<file path="src/logic/rtc_pkg.sv">
// Shared constants and types for the calendar clock block
package rtc_pkg;
    // ==========================================================
    // Register byte addresses
    localparam logic [7:0] ADDR_CFG = 8'h00;
    localparam logic [7:0] ADDR_VALH = 8'h04;
    localparam logic [7:0] ADDR_VALL = 8'h08;
    localparam logic [7:0] ADDR_ISTAT = 8'h0c;
    localparam logic [7:0] ADDR_ICLR = 8'h10;
    localparam logic [7:0] ADDR_IEN = 8'h14;
    localparam logic [7:0] ADDR_OSEL = 8'h18;
    localparam logic [7:0] ADDR_ALRM = 8'h1c;
    // ==========================================================
    // Configuration field positions
    localparam int POS_EN = 15;
    localparam int POS_WREN = 13;
    localparam int POS_SYNC = 12;
    localparam int POS_HALF = 11;
    localparam int POS_OE = 10;
    localparam int POS_PTR = 8;
    localparam int CAL_W = 8;
    localparam logic [CAL_W-1:0] CAL_RST = 8'h00;
    // ==========================================================
    // Window pointer codes
    localparam logic [1:0] PTR_MIN_SEC = 2'b00;
    localparam logic [1:0] PTR_PTR_RST = 2'b00;
    // ==========================================================
    // Timing
    localparam int CLK_NS = 20;
    localparam int HALF_SEC_NS = 500000000;
    localparam int HALF_SEC_CYC = HALF_SEC_NS / CLK_NS;
    localparam int RIPPLE_NS = 100;
    localparam int RIPPLE_CYC = (RIPPLE_NS + CLK_NS - 1) / CLK_NS;
    // ==========================================================
    // BCD limits and reset date (Saturday 2000-01-01)
    localparam logic [7:0] BCD_59 = 8'h59;
    localparam logic [7:0] BCD_23 = 8'h23;
    localparam logic [7:0] BCD_12 = 8'h12;
    localparam logic [7:0] BCD_99 = 8'h99;
    localparam logic [7:0] BCD_00 = 8'h00;
    localparam logic [7:0] BCD_01 = 8'h01;
    localparam logic [7:0] WD_LAST = 8'h06;
    localparam logic [7:0] WD_RST = 8'h06;
    // ==========================================================
    // Interrupt status bits
    localparam int IRQ_W = 3;
    localparam int IRQ_HALF = 0;
    localparam int IRQ_SEC = 1;
    localparam int IRQ_ALRM = 2;
    typedef struct packed {
        logic [7:0] year;
        logic [7:0] month;
        logic [7:0] day;
        logic [7:0] weekday;
        logic [7:0] hours;
        logic [7:0] minutes;
        logic [7:0] seconds;
    } cal_time_t;
    localparam cal_time_t TIME_RST = '{BCD_00, BCD_01, BCD_01, WD_RST, BCD_00, BCD_00, BCD_00};
endpackage

</file>
<file path="src/logic/calendar_clock_control.sv">
// Calendar clock with configuration, value window, alarm and APB slave
`timescale 1ns/1ns
`default_nettype none
module calendar_clock_control
    import rtc_pkg::*;
#(
    parameter int HALF_CYCLES = HALF_SEC_CYC
) (
    input wire logic clk_in,
    input wire logic sys_rst_in,
    input wire logic psel_in,
    input wire logic penable_in,
    input wire logic pwrite_in,
    input wire logic [7:0] paddr_in,
    input wire logic [31:0] pwdata_in,
    input wire logic [3:0] pstrb_in,
    output logic [31:0] prdata_out,
    output logic pready_out,
    output logic pslverr_out,
    output logic irq_out,
    output logic tick_pin_out
);
    // ==========================================================
    // BCD helpers
    function automatic logic [7:0] bcd_inc(input logic [7:0] v);
        bcd_inc = (v[3:0] == 4'h9) ? {v[7:4] + 4'h1, 4'h0} : v + 8'h01;
    endfunction

    function automatic logic [7:0] last_day(input logic [7:0] m, input logic [7:0] y);
        logic leap;
        leap = y[4] ? (y[3:0] == 4'h2 || y[3:0] == 4'h6)
                    : (y[3:0] == 4'h0 || y[3:0] == 4'h4 || y[3:0] == 4'h8);
        case (m)
            8'h02: last_day = leap ? 8'h29 : 8'h28;
            8'h04, 8'h06, 8'h09, 8'h11: last_day = 8'h30;
            default: last_day = 8'h31;
        endcase
    endfunction

    // ==========================================================
    // State
    logic en_r, wren_r, oe_r, half_r, pready_r, pslverr_r, irq_r, pin_r, osel_r, alrm_r;
    logic [1:0] ptr_r;
    logic [CAL_W-1:0] cal_r;
    logic [31:0] prdata_r, div_r, term;
    logic [15:0] alarm_r;
    logic [IRQ_W-1:0] ist_r, ien_r, ev;
    cal_time_t time_r, time_nxt, time_adv;
    logic setup, acc, wr, rd, mapped, tick, sec_tick, sync, valw, lowclr, hit;

    // APB phase decode
    assign setup = psel_in & ~penable_in;
    assign acc = psel_in & penable_in & pready_r;
    assign wr = acc & pwrite_in;
    assign rd = acc & ~pwrite_in;
    assign mapped = (paddr_in[1:0] == 2'b00) && (paddr_in <= ADDR_ALRM);
    assign valw = wr && (paddr_in == ADDR_VALH || paddr_in == ADDR_VALL);
    assign lowclr = valw && ptr_r == PTR_MIN_SEC && pstrb_in[0];

    // One-cycle access phase, error on unmapped addresses
    always_ff @(posedge clk_in or posedge sys_rst_in) begin
        if (sys_rst_in) begin
            pready_r <= 1'b0;
            pslverr_r <= 1'b0;
        end else begin
            pready_r <= setup;
            pslverr_r <= setup & ~mapped;
        end
    end

    // Window field pair selected by pointer
    function automatic logic [15:0] win(input cal_time_t t, input logic [1:0] p);
        case (p)
            2'b00: win = {t.minutes, t.seconds};
            2'b01: win = {t.weekday, t.hours};
            2'b10: win = {t.month, t.day};
            default: win = {BCD_00, t.year};
        endcase
    endfunction

    // Read data captured in the setup cycle
    always_ff @(posedge clk_in or posedge sys_rst_in) begin
        if (sys_rst_in) begin
            prdata_r <= '0;
        end else if (setup && !pwrite_in) begin
            prdata_r <= '0;
            case (paddr_in)
                ADDR_CFG: prdata_r[15:0] <= {en_r, 1'b0, wren_r, sync, half_r, oe_r,
                                             ptr_r, cal_r};
                ADDR_VALH, ADDR_VALL: prdata_r[15:0] <= win(time_r, ptr_r);
                ADDR_ISTAT: prdata_r[IRQ_W-1:0] <= ist_r;
                ADDR_IEN: prdata_r[IRQ_W-1:0] <= ien_r;
                ADDR_OSEL: prdata_r[0] <= osel_r;
                ADDR_ALRM: prdata_r[15:0] <= alarm_r;
                default: prdata_r <= '0;
            endcase
        end
    end

    // Configuration register; only the power-on reset reaches it
    always_ff @(posedge clk_in or posedge sys_rst_in) begin
        if (sys_rst_in) begin
            en_r <= 1'b0;
            wren_r <= 1'b0;
            oe_r <= 1'b0;
            cal_r <= CAL_RST;
        end else if (wr && paddr_in == ADDR_CFG) begin
            if (pstrb_in[1]) begin
                if (wren_r) begin
                    en_r <= pwdata_in[POS_EN];
                end
                wren_r <= pwdata_in[POS_WREN];
                oe_r <= pwdata_in[POS_OE];
            end
            if (pstrb_in[0]) begin
                cal_r <= pwdata_in[CAL_W-1:0];
            end
        end
    end

    // Window pointer: load, or step down on high window access
    always_ff @(posedge clk_in or posedge sys_rst_in) begin
        if (sys_rst_in) begin
            ptr_r <= PTR_PTR_RST;
        end else if (wr && paddr_in == ADDR_CFG && pstrb_in[1]) begin
            ptr_r <= pwdata_in[POS_PTR +: 2];
        end else if (acc && paddr_in == ADDR_VALH && ptr_r != PTR_MIN_SEC) begin
            ptr_r <= ptr_r - 2'b01;
        end
    end

    // Other software registers
    always_ff @(posedge clk_in or posedge sys_rst_in) begin
        if (sys_rst_in) begin
            ien_r <= '0;
            osel_r <= 1'b0;
            alarm_r <= '0;
        end else if (wr) begin
            if (paddr_in == ADDR_IEN) ien_r <= pwdata_in[IRQ_W-1:0];
            if (paddr_in == ADDR_OSEL) osel_r <= pwdata_in[0];
            if (paddr_in == ADDR_ALRM) alarm_r <= pwdata_in[15:0];
        end
    end

    // ==========================================================
    // Half-second divider with calibration once per minute
    always_comb begin
        term = 32'(HALF_CYCLES - 1);
        if (time_r.seconds == BCD_00 && !half_r) begin
            term = 32'(HALF_CYCLES - 1) - {{(32-CAL_W){cal_r[CAL_W-1]}}, cal_r};
        end
    end
    assign tick = en_r && div_r >= term;
    assign sec_tick = tick && half_r;
    assign sync = en_r && half_r && (div_r + 32'(RIPPLE_CYC) >= term);

    always_ff @(posedge clk_in or posedge sys_rst_in) begin
        if (sys_rst_in) begin
            div_r <= '0;
            half_r <= 1'b0;
        end else if (lowclr) begin
            div_r <= '0;
            half_r <= 1'b0;
        end else if (tick) begin
            div_r <= '0;
            half_r <= ~half_r;
        end else if (en_r) begin
            div_r <= div_r + 32'd1;
        end
    end

    // ==========================================================
    // Calendar advance on each full second
    always_comb begin
        time_adv = time_r;
        if (time_r.seconds != BCD_59) begin
            time_adv.seconds = bcd_inc(time_r.seconds);
        end else begin
            time_adv.seconds = BCD_00;
            if (time_r.minutes != BCD_59) begin
                time_adv.minutes = bcd_inc(time_r.minutes);
            end else begin
                time_adv.minutes = BCD_00;
                if (time_r.hours != BCD_23) begin
                    time_adv.hours = bcd_inc(time_r.hours);
                end else begin
                    time_adv.hours = BCD_00;
                    time_adv.weekday = (time_r.weekday == WD_LAST) ? BCD_00
                                       : time_r.weekday + 8'h01;
                    if (time_r.day < last_day(time_r.month, time_r.year)) begin
                        time_adv.day = bcd_inc(time_r.day);
                    end else begin
                        time_adv.day = BCD_01;
                        if (time_r.month != BCD_12) begin
                            time_adv.month = bcd_inc(time_r.month);
                        end else begin
                            time_adv.month = BCD_01;
                            time_adv.year = (time_r.year == BCD_99) ? BCD_00
                                            : bcd_inc(time_r.year);
                        end
                    end
                end
            end
        end
    end

    // Unlocked window writes override counting
    always_comb begin
        time_nxt = sec_tick ? time_adv : time_r;
        if (valw && wren_r) begin
            case (ptr_r)
                2'b00: begin
                    if (pstrb_in[1]) time_nxt.minutes = pwdata_in[15:8];
                    if (pstrb_in[0]) time_nxt.seconds = pwdata_in[7:0];
                end
                2'b01: begin
                    if (pstrb_in[1]) time_nxt.weekday = pwdata_in[15:8];
                    if (pstrb_in[0]) time_nxt.hours = pwdata_in[7:0];
                end
                2'b10: begin
                    if (pstrb_in[1]) time_nxt.month = pwdata_in[15:8];
                    if (pstrb_in[0]) time_nxt.day = pwdata_in[7:0];
                end
                default: begin
                    if (pstrb_in[0]) time_nxt.year = pwdata_in[7:0];
                end
            endcase
        end
    end

    always_ff @(posedge clk_in or posedge sys_rst_in) begin
        if (sys_rst_in) begin
            time_r <= TIME_RST;
        end else begin
            time_r <= time_nxt;
        end
    end

    // ==========================================================
    // Alarm match, output pin and interrupts
    assign hit = sec_tick && {time_adv.minutes, time_adv.seconds} == alarm_r;
    assign ev = {hit, sec_tick, tick};

    always_ff @(posedge clk_in or posedge sys_rst_in) begin
        if (sys_rst_in) begin
            alrm_r <= 1'b0;
            pin_r <= 1'b0;
        end else begin
            if (hit) alrm_r <= 1'b1;
            else if (tick) alrm_r <= 1'b0;
            pin_r <= oe_r & (osel_r ? alrm_r : (en_r & ~half_r));
        end
    end

    // Sticky status, set wins over clear
    always_ff @(posedge clk_in or posedge sys_rst_in) begin
        if (sys_rst_in) begin
            ist_r <= '0;
            irq_r <= 1'b0;
        end else begin
            if (wr && paddr_in == ADDR_ICLR) ist_r <= (ist_r & ~pwdata_in[IRQ_W-1:0]) | ev;
            else ist_r <= ist_r | ev;
            irq_r <= |(ist_r & ien_r);
        end
    end

    assign prdata_out = prdata_r;
    assign pready_out = pready_r;
    assign pslverr_out = pslverr_r;
    assign irq_out = irq_r;
    assign tick_pin_out = pin_r;

    // ==========================================================
    // Checks
    chk_enable_lock: assert property (@(posedge clk_in) disable iff (sys_rst_in)
        (wr && paddr_in == ADDR_CFG && !wren_r) |=> en_r == $past(en_r))
        else $error("enable changed while locked");
    chk_value_lock: assert property (@(posedge clk_in) disable iff (sys_rst_in)
        (valw && !wren_r && !sec_tick) |=> time_r == $past(time_r))
        else $error("locked window write took effect");
    chk_bit14_zero: assert property (@(posedge clk_in) disable iff (sys_rst_in)
        (rd && paddr_in == ADDR_CFG) |-> prdata_out[14] == 1'b0)
        else $error("unimplemented bit read as one");
    chk_ptr_step: assert property (@(posedge clk_in) disable iff (sys_rst_in)
        (acc && paddr_in == ADDR_VALH && ptr_r != 2'b00)
        |=> ptr_r == $past(ptr_r) - 2'b01)
        else $error("pointer did not step down");
    chk_ptr_floor: assert property (@(posedge clk_in) disable iff (sys_rst_in)
        (acc && paddr_in == ADDR_VALH && ptr_r == 2'b00) |=> ptr_r == 2'b00)
        else $error("pointer left zero");
    chk_half_clear: assert property (@(posedge clk_in) disable iff (sys_rst_in)
        lowclr |=> !half_r ##1 (!half_r || $past(tick)))
        else $error("half phase not cleared");
    chk_hour_range: assert property (@(posedge clk_in) disable iff (sys_rst_in)
        (time_r.hours == BCD_23 && time_r.minutes == BCD_59 && time_r.seconds == BCD_59
         && sec_tick && !valw) |=> time_r.hours == BCD_00 && time_r.seconds == BCD_00)
        else $error("hours did not wrap to zero");
    chk_disabled_hold: assert property (@(posedge clk_in) disable iff (sys_rst_in)
        (!en_r && !valw && !lowclr) |=> div_r == $past(div_r) && time_r == $past(time_r))
        else $error("counting while disabled");
    chk_pin_off: assert property (@(posedge clk_in) disable iff (sys_rst_in)
        !oe_r |=> !tick_pin_out)
        else $error("pin active while output disabled");
    chk_irq_level: assert property (@(posedge clk_in) disable iff (sys_rst_in)
        |(ist_r & ien_r) |=> irq_out)
        else $error("interrupt not raised");
endmodule
`default_nettype wire

</file>
<file path="config.mk">
export PLATFORM = sky130hd
export DESIGN_NAME = calendar_clock_control
export DESIGN_NICKNAME = d
export VERILOG_FILES = /design/src/logic/rtc_pkg.sv /design/src/logic/calendar_clock_control.sv
export SDC_FILE = /design/constraint.sdc
export NUM_CORES = 1
export LEC_CHECK = 0
export ABC_AREA = 1
export BUFFER_PORTS_ARGS = -buffer_cell sky130_fd_sc_hd__buf_2
export CELL_PAD_IN_SITES_DETAIL_PLACEMENT = 0
export CELL_PAD_IN_SITES_GLOBAL_PLACEMENT = 1
export CORE_MARGIN = 2
export CORE_UTILIZATION = 48
export DETAILED_ROUTE_END_ITERATION = 7
export GPL_TIMING_DRIVEN = 1
export PLACE_DENSITY = 0.92
export SYNTH_ARGS = -nofsm -noshare
export SYNTH_HDL_FRONTEND = slang
export SYNTH_SLANG_ARGS = --single-unit
</file>
<file path="constraint.sdc">
create_clock -name clk_in -period 9.4 [get_ports clk_in]
set_input_delay 1.88 -clock clk_in [delete_from_list [all_inputs] [get_ports clk_in]]
set_output_delay 1.88 -clock clk_in [all_outputs]
set_load 0.02 [all_outputs]
</file>
# Word-level counts from Yosys, hierarchy flattened
# Cells that the tools add are included.
# totals
ff_bits	146
output_inout_bits	36
# classes
n_addsub	17
n_lt_le_gt_ge	4
eq_ne	31
mux	53
bitwise	15
reduce_logical	43
# ops
operator	count
two-way mux 8 bit	25
two-way mux 32 bit	5
two-way mux 56 bit	2
>= comparator 32 bit	2
two-way mux 16 bit	4
adder 8 x 1 -> 8 bit (second input constant)	7
two-way mux 48 bit	1
one-hot mux 16 bit (3 select lines)	1
== test 8 x 5 -> 1 bit (second input constant)	5
two-way mux 40 bit	1
one-hot mux 13 bit (3 select lines)	1
adder 32 x 1 -> 32 bit (second input constant)	1
adder 32 x 3 -> 32 bit (second input constant)	1
== test 8 x 3 -> 1 bit (second input constant)	4
== test 4 bit (second input constant)	7
subtractor 26 x 8 -> 27 bit (first input constant)	1
adder 4 x 1 -> 4 bit (second input constant)	6
== test 8 x 4 -> 1 bit (second input constant)	3
logical AND 1 bit	17
== test 16 bit	1
zero test 8 bit	2
!= test 8 x 7 -> 1 bit (second input constant)	2
one-hot mux 2 bit (5 select lines)	1
one-hot mux 5 bit (2 select lines)	1
other kinds (31)	62

# Longest topological paths before layout
# depth
depth_word	18
ltp_mapped	27
mapped_depth_nobuf	27

# Least setup slack after synthesis
# No wires, ideal clock.
# synth_path
path_type	in2reg
startpoint	input paddr_in[1]
endpoint	register div_r[18]
setup_ns	0.119
t_arrival_ns	3.443
t_required_ns	9.281
path_slack_ns	5.838
stages	13
path_buffers	0
path_cell_list	nor2_1 nand2_1 nor2_2 inv_2 a21oi_4 nand4_2 nand2_1 nand3_2 nor2_2 nand3_1 nor3_2 a21oi_1 o21a_1
# synth_via
elab_chain_cells	6
# synth_rtl
element	line	text
from (decl)	calendar_clock_control.sv:14	input wire logic [7:0] paddr_in,
== test 8 x 3 -> 1 bit or == test 8 x 4 -> 1 bit (tied branches)	calendar_clock_control.sv:57	assign valw = wr && (paddr_in == ADDR_VALH || paddr_in == ADDR_VALL);
logical OR 1 bit *	calendar_clock_control.sv:57	
logical AND 1 bit *	calendar_clock_control.sv:57	
logical AND 1 bit * (2 in series)	calendar_clock_control.sv:58	assign lowclr = valw && ptr_r == PTR_MIN_SEC && pstrb_in[0];
nonzero test 3 bit (no line) or two-way mux 32 bit (tied branches)	n/a	
to (signal assigned)	calendar_clock_control.sv:168	div_r <= div_r + 32'd1;
to (decl)	calendar_clock_control.sv:45	logic [31:0] prdata_r, div_r, term;
# Mark *: on every way between the ends. The rest lies on a longest branch, timed or not.
# A chain may end at the register's enable or synchronous reset.

# Worst setup path after layout
# Ends and elaborated chain as after synthesis.

==> flow_metrics.env <==
export IMPL_route_detailed_drc=0
export IMPL_cts_sinks=146
export IMPL_synth_top_area_cell="dfrtp_1"
export IMPL_ys_types=58
export IMPL_timing_rr_start="time_r[4]$_DFF_PP0_"
export IMPL_hold_buffers=0
export IMPL_fmax_ghz=0.222
export IMPL_avgViaCountPerCell=5.47
export IMPL_row_count=55
export IMPL_cts_resized=0
export IMPL_r2r_end="time_r[55]$_DFF_PP0_"
export IMPL_hold_viol=0
export IMPL_clk_latency_ns=0.44
export IMPL_reg2regPathDepth=20
export IMPL_grt_pass1_vias=9560
export IMPL_coreArea_um2=22500
export IMPL_dp_cells=1861
export IMPL_slowest_delay_ns=0.68
export IMPL_fin_util=0.530
export IMPL_dr_pass1_iters=6
export IMPL_p_per_area_nw_per_um2=118
export IMPL_drtIter0Drc=984
export IMPL_crit_required_ns=9.73
export IMPL_rrSetupSlack_ns=4.99
export IMPL_synth_edf_count=0
export IMPL_synth_simple_gate_area_frac=0.296
export IMPL_async_flop_share=1.00
export IMPL_fin_crit_ns=4.51
export IMPL_synthCells=1558
export IMPL_path_class="input pin to flop"
export IMPL_nets=1699
export IMPL_gp_congestion=0.953
export IMPL_die_w_um=155
export IMPL_cts_tree="built"
export IMPL_synthMuxAreaShare=0.000914
export IMPL_yosysMostFrequentCell="nand2_1"
export IMPL_grt_max_degree=76
export IMPL_stdcell_count=1893
export IMPL_antennaDiodeCount=0
export IMPL_synthToLayoutAreaGrowth_pct=8.98
export IMPL_syn_area_per_cell_um2=7.03
export IMPL_synth_compound_area_frac=0.140
export IMPL_synth_top_family_by_area="simple AND/OR/NAND/NOR gates"
export IMPL_worstSetupStartpointType="input pin"
export IMPL_cp_end_kind="flop"
export IMPL_power_frac_seq=0.447
export IMPL_path_max_fanout=20
export IMPL_hold_class="flop to flop"
export IMPL_min_path_cells=1
export IMPL_fin_ws_ns=4.89
export IMPL_ir_drop_mv=0.0894
export IMPL_die_height_um=155
export IMPL_wirelength_um=34600
export IMPL_drive_gt1_frac=0.0864
export IMPL_p_switching_w=0.000389
export IMPL_synthAdderAreaFrac=0.0628
export IMPL_status="complete, no violations"
export IMPL_grt_usage=0.293
export IMPL_final_setup_viol_count=0
export IMPL_max_cap_violations=0
export IMPL_slew_limit_headroom=0.357
export IMPL_finalSetupTns_ns=0
export IMPL_post_route_period_util=0.480
export IMPL_swShare=0.275
export IMPL_cts_made_buffers=17
export IMPL_yosysTopAreaCellShare=0.324
export IMPL_worstPathArrival_ns=4.84
export IMPL_htree_levels=4
export IMPL_antenna_found_initial=0
export IMPL_power_frac_comb=0.043
export IMPL_gr_total_overflow=0
export IMPL_ys_ff_latch=146
export IMPL_wl_per_cell_um=18.3
export IMPL_p_clk_frac=0.510
export IMPL_tightest_slew_ns=0.961
export IMPL_synth_area_um2=11000
export IMPL_p_int_w=0.00102
export IMPL_max_clock_path_buffers=2
export IMPL_slowest_stage="nand2_1"
export IMPL_cts_root_buf="clkbuf_16"
export IMPL_synth_commonest_cells="378 x nand2_1, 226 x inv_1, 163 x nor2_1"
export IMPL_grt_pass1_wl_um=54300
export IMPL_skew_ns=0.0179
export IMPL_slew_violations=0
export IMPL_place_ws_ns=4.50
export IMPL_crit_start="paddr_in[1]"
export IMPL_clk_pin_slew_worst_paths_ns=0.07
export IMPL_io_pins=85
export IMPL_start_util=0.487
export IMPL_dp_hpwl_um=26400
export IMPL_leakage_nw=5.74
export IMPL_endpoint="div_r[18]$_DFFE_PP0P_"
export IMPL_num_vias=10400
export IMPL_yosys_warnings=0
export IMPL_cp_cell_sequence="buf_2, nor2_1, nand2_1, nor2_2, inv_2, a21oi_4, nand4_2, nand2_1, nand3_2, nor2_2, nand3_1, nor3_2, a21oi_1, o21a_1"
export IMPL_cts_setup_buffers=0
export IMPL_yosys_top_cells_area="dfrtp_1 32%, nand2_1 13%, inv_1 7.7%, ha_1 6.3%, nor2_1 5.6%"
export IMPL_ys_dominant_reg_cell="dfrtp_1"
export IMPL_rsz0062_at_grt="false"
export IMPL_nFillCells=2235
export IMPL_portBuffers=50
export IMPL_die_area_um2=24000
export IMPL_yosys_area_share_xor_xnor=0.0552
export IMPL_ant_nets=0
export IMPL_synth_seq_area_share=0.334
-- cell usage in the layout, fill, tap and decap left out, types with 17 or more instances in the layout --
cell type | netlist | final
nand4_1 | 26 | 26
inv_1 | 226 | 225
nand3_1 | 86 | 86
ha_1 | 55 | 55
nor2_1 | 163 | 163
xor2_1 | 55 | 55
nand2_1 | 378 | 378
o21ai_0 | 114 | 114
clkbuf_16 | 0 | 17
nor3_1 | 34 | 34
o211ai_1 | 30 | 30
dfrtp_1 | 142 | 142
a21oi_1 | 40 | 40
buf_2 | 10 | 50
-- sequential cells by signal, indices dropped and copies added, names as in the netlist, 2 cells and up --
register    cells
ien_r           3
prdata_out     16
alarm_r        16
cal_r           8
div_r          32
ptr_r           2
ist_r           3
time_r         56
-- worst min-delay path by stage --
stage / start / endpoint / slack, ns
after floorplan: alrm_r$_DFFE_PP0P_ / alrm_r$_DFFE_PP0P_ / 0.44
after global placement: prdata_out[15]$_DFFE_PP0P_ / prdata_out[15]$_DFFE_PP0P_ / 0.46
after detailed placement: prdata_out[12]$_DFFE_PP0P_ / prdata_out[12]$_DFFE_PP0P_ / 0.46
after CTS: prdata_out[15]$_DFFE_PP0P_ / prdata_out[15]$_DFFE_PP0P_ / 0.48
after global routing: alarm_r[10]$_DFFE_PP0P_ / alarm_r[10]$_DFFE_PP0P_ / 0.51
final: prdata_out[15]$_DFFE_PP0P_ / prdata_out[15]$_DFFE_PP0P_ / 0.47
-- power by group through the flow --
| stage | Combinational, W | Clock [W] | Sequential (W) |
|---|---|---|---|
| floorplan | 0.0000365 | 0 | 0.000645 |
| global placement | 0.0000607 | 0 | 0.000644 |
| detailed placement | 0.0000612 | 0 | 0.000644 |
| CTS | 0.0000613 | 0.000727 | 0.000632 |
| global route | 0.0000670 | 0.000750 | 0.000632 |
| finish | 0.0000609 | 0.000721 | 0.000632 |
-- cell families (layout without fill, tap and decap cells) --
| logic type | after synthesis | after routing |
|---|---|---|
| flops | 146 | 146 |
| simple gates | 739 | 739 |
| buf+inv | 291 | 326 |
| compound gates | 256 | 256 |
| xor+xnor | 69 | 69 |
| mux | 1 | 1 |
| fa+ha+maj | 55 | 55 |
| other cells | 1 | 16 |
-- final cells by class --
class,instances,area (um^2),area share
multi-input cells,1136,6130,0.514
flip-flops and latches,146,3660,0.307
inverters,241,910,0.0762
clock buffers,17,425,0.0356
well taps,285,357,0.0299
repair buffers,53,273,0.0229
clock inverters,15,180,0.0151
-- metal layers --
layer  global-route usage  vias up  part of all wire
met2                0.484      347              0.47
li1                     -     5102                 -
met1                0.392     4845              0.44
met4                0.104        0             0.030
met3               0.0451       57             0.059
met5                    0        -                 0
-- stage by stage --
| step | total power (W) | hold WS (ns) | cell area (um^2) |
|---|---|---|---|
| 6_report | 0.00141 | 0.471 | 11900 |
| 3_3_place_gp | 0.000705 | 0.457 | 11300 |
| 5_1_grt | 0.00145 | 0.505 | 11900 |
| 3_5_place_dp | 0.000706 | 0.460 | 11300 |
| 4_1_cts | 0.00142 | 0.477 | 11900 |
| 2_1_floorplan | 0.000682 | 0.445 | 11000 |
-- critical path, delay by kind of cell --
kind | cells | cell delay, ns
AOI/OAI and AO/OA | 3 | 0.56
buffers and inverters | 2 | 0.18
and+or+nand+nor | 9 | 2.21
No activity file was read; power rests on OpenSTA's default activity.
